### src/rtl/trds_pkg.sv
// Shared constants, types and helpers for the tape read data store sequencer.
// Assumes a single controller clock and an AXI4-Lite register master.
package trds_pkg;

  // ----------------------------------------------------------------
  // Widths
  // ----------------------------------------------------------------
  localparam int DATA_W = 8;
  localparam int FRAME_W = 9;
  localparam int WORD_W = 32;
  localparam int REG_W = 32;
  localparam int STRB_W = 4;
  localparam int MOD_W = 3;
  localparam int ADDR_W = 8;
  localparam int INT_W = 3;
  localparam int SYNC_STAGES = 3;

  // ----------------------------------------------------------------
  // Register offsets and fields
  // ----------------------------------------------------------------
  localparam logic [ADDR_W-1:0] ADDR_CTRL = 8'h00;
  localparam logic [ADDR_W-1:0] ADDR_MODULUS = 8'h04;
  localparam logic [ADDR_W-1:0] ADDR_STATUS = 8'h08;
  localparam logic [ADDR_W-1:0] ADDR_PARITY = 8'h0c;
  localparam logic [ADDR_W-1:0] ADDR_OUT_WORD = 8'h10;
  localparam logic [ADDR_W-1:0] ADDR_INT_STATUS = 8'h14;
  localparam logic [ADDR_W-1:0] ADDR_INT_MASK = 8'h18;
  localparam int CTRL_START = 0;
  localparam int CTRL_STOP = 1;
  localparam int CTRL_IGNORE = 2;
  localparam int CTRL_REDUNDANT = 3;
  localparam int INT_WORD = 0;
  localparam int INT_PARITY = 1;
  localparam int INT_OVERRUN = 2;

  // ----------------------------------------------------------------
  // Reset values and codes
  // ----------------------------------------------------------------
  localparam logic [MOD_W-1:0] MOD_MAX = 3'h4;
  localparam logic [MOD_W-1:0] MOD_RST = 3'h4;
  localparam logic [INT_W-1:0] INT_RST = 3'h0;
  localparam logic [1:0] ERR_NONE = 2'h0;
  localparam logic [1:0] ERR_PARITY = 2'h1;
  localparam logic [1:0] ERR_OVERRUN = 2'h2;
  localparam logic [1:0] RESP_OKAY = 2'h0;
  localparam logic [1:0] RESP_SLVERR = 2'h2;

  // ----------------------------------------------------------------
  // Types
  // ----------------------------------------------------------------
  typedef enum logic [6:0] {
    ST_IDLE = 7'h01,
    ST_WAIT = 7'h02,
    ST_CAPTURE = 7'h04,
    ST_CHECK = 7'h08,
    ST_FULLTEST = 7'h10,
    ST_XFER = 7'h20,
    ST_SPACE = 7'h40
  } trds_seq_t;

  typedef struct packed {
    logic [ADDR_W-1:0] awaddr;
    logic awvalid;
    logic [REG_W-1:0] wdata;
    logic [STRB_W-1:0] wstrb;
    logic wvalid;
    logic bready;
    logic [ADDR_W-1:0] araddr;
    logic arvalid;
    logic rready;
  } trds_axi_req_t;

  typedef struct packed {
    logic awready;
    logic wready;
    logic [1:0] bresp;
    logic bvalid;
    logic arready;
    logic [REG_W-1:0] rdata;
    logic [1:0] rresp;
    logic rvalid;
  } trds_axi_rsp_t;

  // ----------------------------------------------------------------
  // Helpers
  // ----------------------------------------------------------------
  // Odd lateral parity: an even count of ones is an error
  function automatic logic trds_lat_err(input logic [FRAME_W-1:0] f);
    return ~(^f);
  endfunction : trds_lat_err

  // Modulus minus one, held to the range 0..MOD_MAX-1
  function automatic logic [MOD_W-1:0] trds_mod_m1(input logic [MOD_W-1:0] m);
    logic [MOD_W-1:0] r;
    r = m - 1'b1;
    if (m == 3'h0) begin
      r = 3'h0;
    end else if (m > MOD_MAX) begin
      r = MOD_MAX - 1'b1;
    end
    return r;
  endfunction : trds_mod_m1

  // Byte-lane merge of a write into an old value
  function automatic logic [REG_W-1:0] trds_merge(input logic [REG_W-1:0] old,
      input logic [REG_W-1:0] wd, input logic [STRB_W-1:0] st);
    logic [REG_W-1:0] r;
    r = old;
    for (int i = 0; i < STRB_W; i++) begin
      if (st[i]) begin
        r[i*8 +: 8] = wd[i*8 +: 8];
      end
    end
    return r;
  endfunction : trds_merge

endpackage : trds_pkg

### src/rtl/trds_sync.sv
// Three-stage synchroniser for a group of pin inputs.
// Assumes the inputs are asynchronous to aclk; output changes once stages two and three agree.
`timescale 1ns/10ps
`default_nettype none
module trds_sync #(
  parameter int W = 1
) (
  // Clock and reset
  input wire logic aclk,
  input wire logic aresetn,
  // Data
  input wire logic [W-1:0] d,
  output var logic [W-1:0] q
);
  import trds_pkg::*;

  typedef struct packed {
    logic [W-1:0] s1;
    logic [W-1:0] s2;
    logic [W-1:0] s3;
    logic [W-1:0] q;
  } trds_sync_t;

  trds_sync_t s;
  trds_sync_t next_s;

  always_comb begin
    next_s = s;
    next_s.s1 = d;
    next_s.s2 = s.s1;
    next_s.s3 = s.s2;
    if (s.s2 == s.s3) begin
      next_s.q = s.s3;
    end
  end

  always_ff @(posedge aclk) begin
    if (!aresetn) begin
      s <= '0;
    end else begin
      s <= next_s;
    end
  end

  assign q = s.q;

endmodule : trds_sync
`default_nettype wire

### src/rtl/trds_convert.sv
// Format converter for redundant-format frames.
// Assumes redundant data is recorded with its bit order reversed.
`timescale 1ns/10ps
`default_nettype none
module trds_convert (
  // Data
  input wire logic [trds_pkg::DATA_W-1:0] din,
  output logic [trds_pkg::DATA_W-1:0] dout
);
  import trds_pkg::*;

  always_comb begin
    dout = '0;
    for (int i = 0; i < DATA_W; i++) begin
      dout[i] = din[DATA_W-1-i];
    end
  end

endmodule : trds_convert
`default_nettype wire

### src/rtl/trds_top.sv
// Read data store sequencer with AXI4-Lite registers and interrupt.
// Assumes tape frame and strobe pins from the read channel, one clock aclk.
// Functional notes
// - Copy tape frame into frame accumulator
// - Clear data ready after frame capture
// - XOR frame into longitudinal parity accumulator
// - Lateral error unignored: space to gap, error
// - Redundant flag set: convert before storing frame
// - Buffer full when write equals read pointer
// - Buffer full: space to gap, report error
// - Not full, countdown nonzero: decrement, next frame
// - Countdown zero: examine output word loaded flag
// - Loaded: reload countdown modulus minus one, continue
// - Not loaded: start buffer to output transfer
// - At start preset countdown, clear parity
// - Store and read buffer in sequential order
`timescale 1ns/10ps
`default_nettype none
module trds_top #(
  parameter int DEPTH = 16
) (
  // Clock and reset
  input wire logic aclk,
  input wire logic aresetn,
  // Register bus
  input wire trds_pkg::trds_axi_req_t axi_req,
  output var trds_pkg::trds_axi_rsp_t axi_rsp,
  // Tape read channel
  input wire logic [trds_pkg::FRAME_W-1:0] tape_frame,
  input wire logic tape_strobe,
  output logic transport_run,
  output logic space_to_gap,
  // Interrupt
  output logic irq
);
  import trds_pkg::*;

  localparam int PTR_W = $clog2(DEPTH);

  typedef struct packed {
    trds_seq_t seq;
    logic strobe_prev;
    logic [FRAME_W-1:0] read_register;
    logic data_ready;
    logic [FRAME_W-1:0] frame_accumulator;
    logic [FRAME_W-1:0] longitudinal_parity_accumulator;
    logic [MOD_W-1:0] countdown;
    logic [MOD_W-1:0] xfer_count;
    logic [DEPTH-1:0][DATA_W-1:0] store;
    logic [PTR_W-1:0] wptr;
    logic [PTR_W-1:0] rptr;
    logic [WORD_W-1:0] assembly;
    logic [WORD_W-1:0] output_word_holding_register;
    logic loaded;
    logic run;
    logic space_to_gap;
    logic [1:0] err;
    logic ignore_lateral;
    logic redundant;
    logic [MOD_W-1:0] modulus;
    logic [INT_W-1:0] int_status;
    logic [INT_W-1:0] int_mask;
    logic aw_held;
    logic w_held;
    logic [ADDR_W-1:0] awaddr;
    logic [REG_W-1:0] wdata;
    logic [STRB_W-1:0] wstrb;
    logic bvalid;
    logic [1:0] bresp;
    logic rvalid;
    logic [REG_W-1:0] rdata;
    logic [1:0] rresp;
  } trds_state_t;

  trds_state_t s;
  trds_state_t next_s;

  // ----------------------------------------------------------------
  // Pin synchroniser and format converter
  // ----------------------------------------------------------------
  logic [FRAME_W:0] pins_sync;
  logic [DATA_W-1:0] conv_out;
  logic lat_stop;
  logic do_write;
  logic start;
  logic stop;
  logic [REG_W-1:0] merged;
  logic [INT_W-1:0] events;

  trds_sync #(.W(FRAME_W + 1)) u_sync (
    .aclk(aclk),
    .aresetn(aresetn),
    .d({tape_strobe, tape_frame}),
    .q(pins_sync)
  );

  trds_convert u_convert (
    .din(s.frame_accumulator[DATA_W-1:0]),
    .dout(conv_out)
  );

  assign lat_stop = trds_lat_err(s.frame_accumulator) & ~s.ignore_lateral;
  assign do_write = s.aw_held & s.w_held & ~s.bvalid;

  // ----------------------------------------------------------------
  // Next state
  // ----------------------------------------------------------------
  always_comb begin
    next_s = s;
    start = 1'b0;
    stop = 1'b0;
    events = '0;
    merged = '0;
    next_s.space_to_gap = 1'b0;
    next_s.strobe_prev = pins_sync[FRAME_W];
    // Register bus write
    if (axi_req.awvalid & ~s.aw_held) begin
      next_s.aw_held = 1'b1;
      next_s.awaddr = axi_req.awaddr;
    end
    if (axi_req.wvalid & ~s.w_held) begin
      next_s.w_held = 1'b1;
      next_s.wdata = axi_req.wdata;
      next_s.wstrb = axi_req.wstrb;
    end
    if (s.bvalid & axi_req.bready) begin
      next_s.bvalid = 1'b0;
    end
    if (do_write) begin
      next_s.aw_held = 1'b0;
      next_s.w_held = 1'b0;
      next_s.bvalid = 1'b1;
      next_s.bresp = RESP_OKAY;
      case (s.awaddr)
        ADDR_CTRL: begin
          merged = trds_merge(REG_W'({s.redundant, s.ignore_lateral, 2'b00}), s.wdata, s.wstrb);
          start = merged[CTRL_START];
          stop = merged[CTRL_STOP];
          next_s.ignore_lateral = merged[CTRL_IGNORE];
          next_s.redundant = merged[CTRL_REDUNDANT];
        end
        ADDR_MODULUS: begin
          merged = trds_merge(REG_W'(s.modulus), s.wdata, s.wstrb);
          next_s.modulus = merged[MOD_W-1:0];
        end
        ADDR_INT_STATUS: begin
          merged = trds_merge(REG_W'(0), s.wdata, s.wstrb);
          next_s.int_status = s.int_status & ~merged[INT_W-1:0];
        end
        ADDR_INT_MASK: begin
          merged = trds_merge(REG_W'(s.int_mask), s.wdata, s.wstrb);
          next_s.int_mask = merged[INT_W-1:0];
        end
        ADDR_STATUS, ADDR_PARITY, ADDR_OUT_WORD: begin
          next_s.bresp = RESP_OKAY;
        end
        default: begin
          next_s.bresp = RESP_SLVERR;
        end
      endcase
    end
    // Register bus read
    if (s.rvalid & axi_req.rready) begin
      next_s.rvalid = 1'b0;
    end
    if (axi_req.arvalid & ~s.rvalid) begin
      next_s.rvalid = 1'b1;
      next_s.rresp = RESP_OKAY;
      case (axi_req.araddr)
        ADDR_CTRL: next_s.rdata = REG_W'({s.redundant, s.ignore_lateral, 2'b00});
        ADDR_MODULUS: next_s.rdata = REG_W'(s.modulus);
        ADDR_STATUS: next_s.rdata = REG_W'({s.err, s.data_ready, s.loaded, s.run, s.seq});
        ADDR_PARITY: next_s.rdata = REG_W'(s.longitudinal_parity_accumulator);
        ADDR_OUT_WORD: begin
          next_s.rdata = s.output_word_holding_register;
          next_s.loaded = 1'b0;
        end
        ADDR_INT_STATUS: next_s.rdata = REG_W'(s.int_status);
        ADDR_INT_MASK: next_s.rdata = REG_W'(s.int_mask);
        default: begin
          next_s.rdata = '0;
          next_s.rresp = RESP_SLVERR;
        end
      endcase
    end
    // Sequencer
    case (s.seq)
      ST_IDLE: begin
        if (start) begin
          next_s.countdown = trds_mod_m1(s.modulus);
          next_s.longitudinal_parity_accumulator = '0;
          next_s.wptr = '0;
          next_s.rptr = '0;
          next_s.err = ERR_NONE;
          next_s.run = 1'b1;
          next_s.seq = ST_WAIT;
        end
      end
      ST_WAIT: begin
        if (s.data_ready) begin
          next_s.seq = ST_CAPTURE;
        end
      end
      ST_CAPTURE: begin
        next_s.frame_accumulator = s.read_register;
        next_s.data_ready = 1'b0;
        next_s.longitudinal_parity_accumulator =
          s.longitudinal_parity_accumulator ^ s.read_register;
        next_s.seq = ST_CHECK;
      end
      ST_CHECK: begin
        if (lat_stop) begin
          next_s.err = ERR_PARITY;
          events[INT_PARITY] = 1'b1;
          next_s.seq = ST_SPACE;
        end else begin
          if (s.redundant) begin
            next_s.store[s.wptr] = conv_out;
          end else begin
            next_s.store[s.wptr] = s.frame_accumulator[DATA_W-1:0];
          end
          next_s.wptr = s.wptr + 1'b1;
          next_s.seq = ST_FULLTEST;
        end
      end
      ST_FULLTEST: begin
        if (s.wptr == s.rptr) begin
          next_s.err = ERR_OVERRUN;
          events[INT_OVERRUN] = 1'b1;
          next_s.seq = ST_SPACE;
        end else if (s.countdown != 3'h0) begin
          next_s.countdown = s.countdown - 1'b1;
          next_s.seq = ST_WAIT;
        end else if (s.loaded) begin
          next_s.countdown = trds_mod_m1(s.modulus);
          next_s.seq = ST_WAIT;
        end else begin
          next_s.countdown = trds_mod_m1(s.modulus);
          next_s.xfer_count = trds_mod_m1(s.modulus);
          next_s.assembly = '0;
          next_s.seq = ST_XFER;
        end
      end
      ST_XFER: begin
        next_s.assembly = {s.assembly[WORD_W-DATA_W-1:0], s.store[s.rptr]};
        next_s.rptr = s.rptr + 1'b1;
        if (s.xfer_count == 3'h0) begin
          next_s.output_word_holding_register = {s.assembly[WORD_W-DATA_W-1:0], s.store[s.rptr]};
          next_s.loaded = 1'b1;
          events[INT_WORD] = 1'b1;
          next_s.seq = ST_WAIT;
        end else begin
          next_s.xfer_count = s.xfer_count - 1'b1;
        end
      end
      ST_SPACE: begin
        next_s.space_to_gap = 1'b1;
        next_s.run = 1'b0;
        next_s.seq = ST_IDLE;
      end
      default: begin
        next_s.seq = ST_IDLE;
      end
    endcase
    if (stop && s.seq != ST_IDLE) begin
      next_s.run = 1'b0;
      next_s.seq = ST_IDLE;
    end
    // Flags set by hardware win over clears
    if (pins_sync[FRAME_W] & ~s.strobe_prev) begin
      next_s.read_register = pins_sync[FRAME_W-1:0];
      next_s.data_ready = 1'b1;
    end
    next_s.int_status = next_s.int_status | events;
  end

  always_ff @(posedge aclk) begin
    if (!aresetn) begin
      s <= '0;
      s.seq <= ST_IDLE;
      s.modulus <= MOD_RST;
      s.int_mask <= INT_RST;
      s.bresp <= RESP_OKAY;
      s.rresp <= RESP_OKAY;
    end else begin
      s <= next_s;
    end
  end

  // ----------------------------------------------------------------
  // Outputs
  // ----------------------------------------------------------------
  assign axi_rsp.awready = ~s.aw_held;
  assign axi_rsp.wready = ~s.w_held;
  assign axi_rsp.bresp = s.bresp;
  assign axi_rsp.bvalid = s.bvalid;
  assign axi_rsp.arready = ~s.rvalid;
  assign axi_rsp.rdata = s.rdata;
  assign axi_rsp.rresp = s.rresp;
  assign axi_rsp.rvalid = s.rvalid;
  assign transport_run = s.run;
  assign space_to_gap = s.space_to_gap;
  assign irq = |(s.int_status & s.int_mask);
endmodule : trds_top
`default_nettype wire

### config.mk
export PLATFORM = sky130hd
export DESIGN_NAME = trds_top
export DESIGN_NICKNAME = d
export VERILOG_FILES = /design/src/rtl/trds_pkg.sv /design/src/rtl/trds_sync.sv /design/src/rtl/trds_convert.sv /design/src/rtl/trds_top.sv
export SDC_FILE = /design/constraint.sdc
export NUM_CORES = 1
export LEC_CHECK = 0
export BUFFER_PORTS_ARGS = -buffer_cell sky130_fd_sc_hd__buf_2
export CAP_MARGIN = 30
export CORE_AREA = 2 2 164 166
export CTS_BUF_LIST = sky130_fd_sc_hd__clkbuf_4
export DETAILED_ROUTE_END_ITERATION = 7
export DIE_AREA = 0 0 166 168
export GPL_TIMING_DRIVEN = 0
export PLACE_DENSITY_LB_ADDON = 0.08
export SYNTH_ARGS = -nofsm -noshare
export SYNTH_HDL_FRONTEND = slang
export SYNTH_HIERARCHICAL = 1
export SYNTH_SLANG_ARGS = --single-unit
export TNS_END_PERCENT = 10
### constraint.sdc
create_clock -name aclk -period 5.4 [get_ports aclk]
set_clock_uncertainty 0.05 [all_clocks]
set_input_delay 1.08 -clock aclk [delete_from_list [all_inputs] [get_ports aclk]]
set_output_delay 1.08 -clock aclk [all_outputs]
set_load 0.01 [all_outputs]
; Word-level counts from Yosys, hierarchy flattened
; Index checks and enable logic that the tools add are counted.
[word_totals]
regBits = 343
latch_bits = 0
ramBits = 0
mem_bits_ro = 0
inputBits = 69
output_inout_bits = 44
word_cells = 226
n_memories = 0
[op_classes]
n_addsub = 5
mul = 0
div = 0
order_cmp = 4
n_eq_ne = 32
shift = 0
muxes = 74
bitwise = 23
n_reduce_logical = 37
[op_table]
columns = op, n
row1 = $bwmux 128, 2
row2 = $pmux 32 s7, 1
row3 = $mux 128, 1
row4 = $mux 24, 3
row5 = $eq 8x5->1 const B, 6
row6 = $pmux 24 s2, 1
row7 = $pmux 7 s6, 1
row8 = $mux 3, 13
row9 = $mux 35, 1
row10 = $mux 7, 5
row11 = $bmux 8 s4, 1
row12 = $demux 8 s4, 1
row13 = $eq 8x4->1 const B, 4
row14 = $mux 8, 4
row15 = $mux 1, 21
row16 = $ne 2x2->1 const B, 10
row17 = $mux 6, 3
row18 = $pmux 9 s2, 1
row19 = $reduce_and 3->1, 6
row20 = $reduce_bool 2->1, 9
row21 = $eq 8x3->1 const B, 2
row22 = $logic_not 8->1, 2
row23 = $pmux 4 s2, 2
row24 = $reduce_or 7->1, 2
row25 = 37 further kinds, 73

; Logic depth before layout (Yosys ltp)
[depth]
word_depth = 8
depth_mapped = 8
depth_no_buf = 7

; Hierarchy
; Netlist, hierarchy kept.
[modules_own_cells]
columns = module, n_inst, cells_per_inst, area_each_um2, seq_area_each_um2
row1 = trds_top, 1, 1406, 13494.2, 6025.8
row2 = trds_sync, 1, 129, 1388.8, 800.8
row3 = trds_convert, 1, 8, 60.1, 0.0

; Worst setup path after synthesis
; No wires, ideal clock.
[synth_timing]
kind = input to register
start = in axi_req[3] (netlist bit)
end = reg s (netlist bit axi_rsp[3])
setup_time_ps = 70
t_arrival_ps = 2662
required_time_ps = 5280
setup_slack_ps = 2617
stages = 6
n_path_buf = 1
path_cell_list = or4_1 -> clkbuf_1 -> nor4_2 -> a22oi_1 -> a21o_1 -> a21oi_1
[synth_via]
elab_chain_cells = 2
word_cells_on_any_way = 8
classes_between = eq/ne: 6 / mux: 1 / reduce/logical: 1
[synth_lines]
columns = element, line_no
row1 = "start, declared", trds_top.sv:26  ; input wire trds_pkg::trds_axi_req_t axi_req,
row2 = $eq 8x5->1 (tied with other cells), trds_top.sv:169  ; case (axi_req.araddr)
row3 = $pmux 32 s7 *, trds_top.sv:169
row4 = "end signal, assigned", trds_top.sv:286  ; s <= next_s;
row5 = "end, declared", trds_top.sv:75  ; trds_state_t s;
; Every way passes the cells marked *; elsewhere a longest branch is shown, timed or not.
; A chain may end at the register's enable or synchronous reset.

; Worst setup path after layout
[layout_timing]
start = reg s[165] (netlist bit)
end = reg s[139] (netlist bit)
[layout_via]
elab_chain_cells = 3
word_cells_on_any_way = 6
classes_between = eq/ne: 2 / mux: 3 / reduce/logical: 1
[layout_lines]
columns = element, line_no
row1 = $bmux 8 s4 / $eq 4x4->1 (equally long branches), "trds_top.sv:245, trds_top.sv:227"
row2 = $mux 8 (implied by the code) / $ne 2x2->1 (equally long branches), n/a
row3 = $pmux 24 s2 / $reduce_and 4->1 (equally long branches), n/a
; Several ways; a longest one is shown, not always the timed one. The select of a mux whose other input is x is not followed.

==> results_dict.tcl <==
set metrics [dict create \
    status "finished clean" \
    leakage_nw 7.23 \
    synth_top_area_share_pct 45.7 \
    post_drt_wl_per_cell_microns 17.6 \
    grt_setup_unrepaired "no" \
    max_cap_viol_count 0 \
    worstMarginPinSlew_ps 947 \
    timing_worst_setup_path_type "flop to flop" \
    drv_slew 0 \
    clockRootBuffer "clkbuf_4" \
    vias 11621 \
    cts_num_sinks 341 \
    finalSetupViolCount 0 \
    place.gp.congestion 0.907 \
    crit_path_max_fanout 10 \
    die-area_sq_um 27900 \
    layout_commonest_cell "dfxtp_1" \
    timing.final.crit_period_ps 3110 \
    ys_types 81 \
    drc 0 \
    setup_tns_ps 0 \
    fp.dieW_microns 166 \
    worstPathArrival_ps 3660 \
    end_kind "flop" \
    synth_area_per_cell_sq_um 9.68 \
    synth_edf_count 0 \
    place_hpwl_microns 26600 \
    syn_to_final_growth_pct 12.8 \
    cts.clk_slew.worst_paths_ps 70 \
    layout_common_cells "341 x dfxtp_1, 275 x nand2_1, 199 x mux2i_1, 133 x clkbuf_4, 94 x nor2_1" \
    cts_resized 0 \
    fp-row-count 60 \
    relSlewSlack_pct 36.9 \
    grtUsageTotal_pct 26.5 \
    post_cts_buffers 0 \
    globalRouteOverflowTotal 0 \
    crit_required_ps 5940 \
    ant_nets 0 \
    antenna_found_initial 1 \
    start_util_pct 56.7 \
    start_kind "flop" \
    ys_seq_elements 341 \
    portBuffers 76 \
    routed_via_density 5.50 \
    synth.cell_area_sq_um 14900 \
    ys_warn_count 6 \
    grt_pass1_wl_microns 59400 \
    fill_cells 2286 \
    initialDrtViolationCount 748 \
    final_nets 1790 \
    routed_wl_microns 37300 \
    ys.flop_type "dfxtp_1" \
    io_pins 113 \
    first_global_vias 11388 \
    synth_cells 1543 \
    cts_hold_buffers 0 \
    ys_seq_area_share_pct 45.7 \
    hold_class "flop to flop" \
    cts_tree "done" \
    cts_max_level 3 \
    clk_latency_ps 710 \
    hold_viol 0 \
    power.density_nw_per_um2 291 \
    timing.final.crit_share_pct 57.6 \
    coreArea_sq_um 26400 \
    synth_top_cell_by_area "dfxtp_1" \
    max-vdd-ir-drop_mv 0.183 \
    post-route-util_pct 64.0 \
    cts_buffer_depth 3 \
    async_flop_share_pct 0 \
    grt_max_degree 14 \
    fmax_ghz 0.322 \
    drt_pass1_iterations 8 \
    synthTopCellsByArea "dfxtp_1 46%, mux2i_1 13%, nand2_1 6.9%" \
    fp.dieH_microns 168 \
    drive_above_1_share_pct 20.5 \
    cts-buffers-inserted 88 \
]
-- critical path: stages (launching register included) --
cell      delay, ps
dfxtp_1         350
clkbuf_1        580
and2_1          220
clkbuf_1        390
buf_2           350
a221oi_1        150
o21ai_0         520
a21oi_1         210
o21a_1          200
-- routing by layer --
layer	GRT usage, %	share of wire [%]
met1	33.1	43
met2	44.0	47
met3	4.77	6.3
met4	13.6	4.0
met5	0	0
-- synth_stat cells, types with 3 or more instances --
cell and instances:
a2bb2oi_1 8, nand2b_1 10, nor4b_4 3, nand2_1 275
nor2_1 94, a21boi_0 3, nand4_1 5, a21oi_1 85
a311oi_1 9, inv_1 23, ha_1 11, a22oi_1 25
mux2_2 9, nand4_4 12, nor4_1 3, o21ai_0 21
buf_2 17, buf_6 3, mux2i_1 199, and3_1 4
nor3_1 8, dfxtp_1 341, o21a_1 12, buf_1 8
a222oi_1 11, nand4_2 4, a221oi_1 16, mux4_2 17
buf_4 57, xor2_1 12, nor2b_1 9, a31oi_1 4
clkbuf_1 76, or3_1 7, xnor2_1 16, and2_1 47
nor4_2 4, nand3_1 23
-- registers in the layout, summed over array words and instances, names as in the netlist --
signal and flops:
axi_rsp 36, u_sync/next_s 20, u_sync/s 10, s 263, u_sync/q 10, space_to_gap 1
transport_run 1
-- worst paths after layout --
check | end | depth (start not counted) | from | slack (ps)
setup / recovery | s[139] | 8 | s[165] | 2290
hold / removal | u_sync/next_s[16] | 1 | u_sync/next_s[26] | 380
setup reg to reg | s[139] | 8 | s[165] | 2290
hold reg to reg | u_sync/next_s[16] | 1 | u_sync/next_s[26] | 380
-- through the flow --
step / hold WS (ps) / setup slack, ps / cells / total power [mW] / area [sq um]
4_1_cts: 385 / 2400 / 2111 / 4.96 / 16900
5_1_grt: 398 / 2220 / 2112 / 5.11 / 16900
2_1_floorplan: 362 / 2620 / 1544 / 2.72 / 14900
3_3_place_gp: 366 / 1780 / 1961 / 2.78 / 15800
6_report: 382 / 2290 / 2112 / 4.91 / 16900
3_5_place_dp: 368 / 1760 / 1961 / 2.78 / 15800
-- power breakdown --
group	switching [mW]	internal [mW]	leakage, nW	total (mW)
logic	0.113	0.0601	3.82	0.173
clock network	1.02	1.17	0.656	2.19
registers	0.0156	2.53	2.75	2.55
-- logic make-up after synthesis --
kind of cell	share of synthesized area (%)
buffers and inverters	6.51
adders and majority gates	0.921
other	0.0251
xor gates and xnor gates	2.05
AOI/OAI and AO/OA	9.82
DFF	45.7
and+or+nand+nor	18.3
muxes	16.7
-- cell type report --
cell class              instances  area [sq um]  share of cell area, %
multi-input cells            1017          7150                   42.4
flip-flops and latches        341          6830                   40.5
clock buffers                 133           998                   5.92
plain buffers                 162           882                   5.23
well taps                     341           427                   2.53
repair buffers                 76           380                   2.26
clock inverters                17           108                  0.638
inverters                      24          90.1                  0.534
diodes                          1          2.50                 0.0148
No activity file was read; power rests on OpenSTA's default activity.
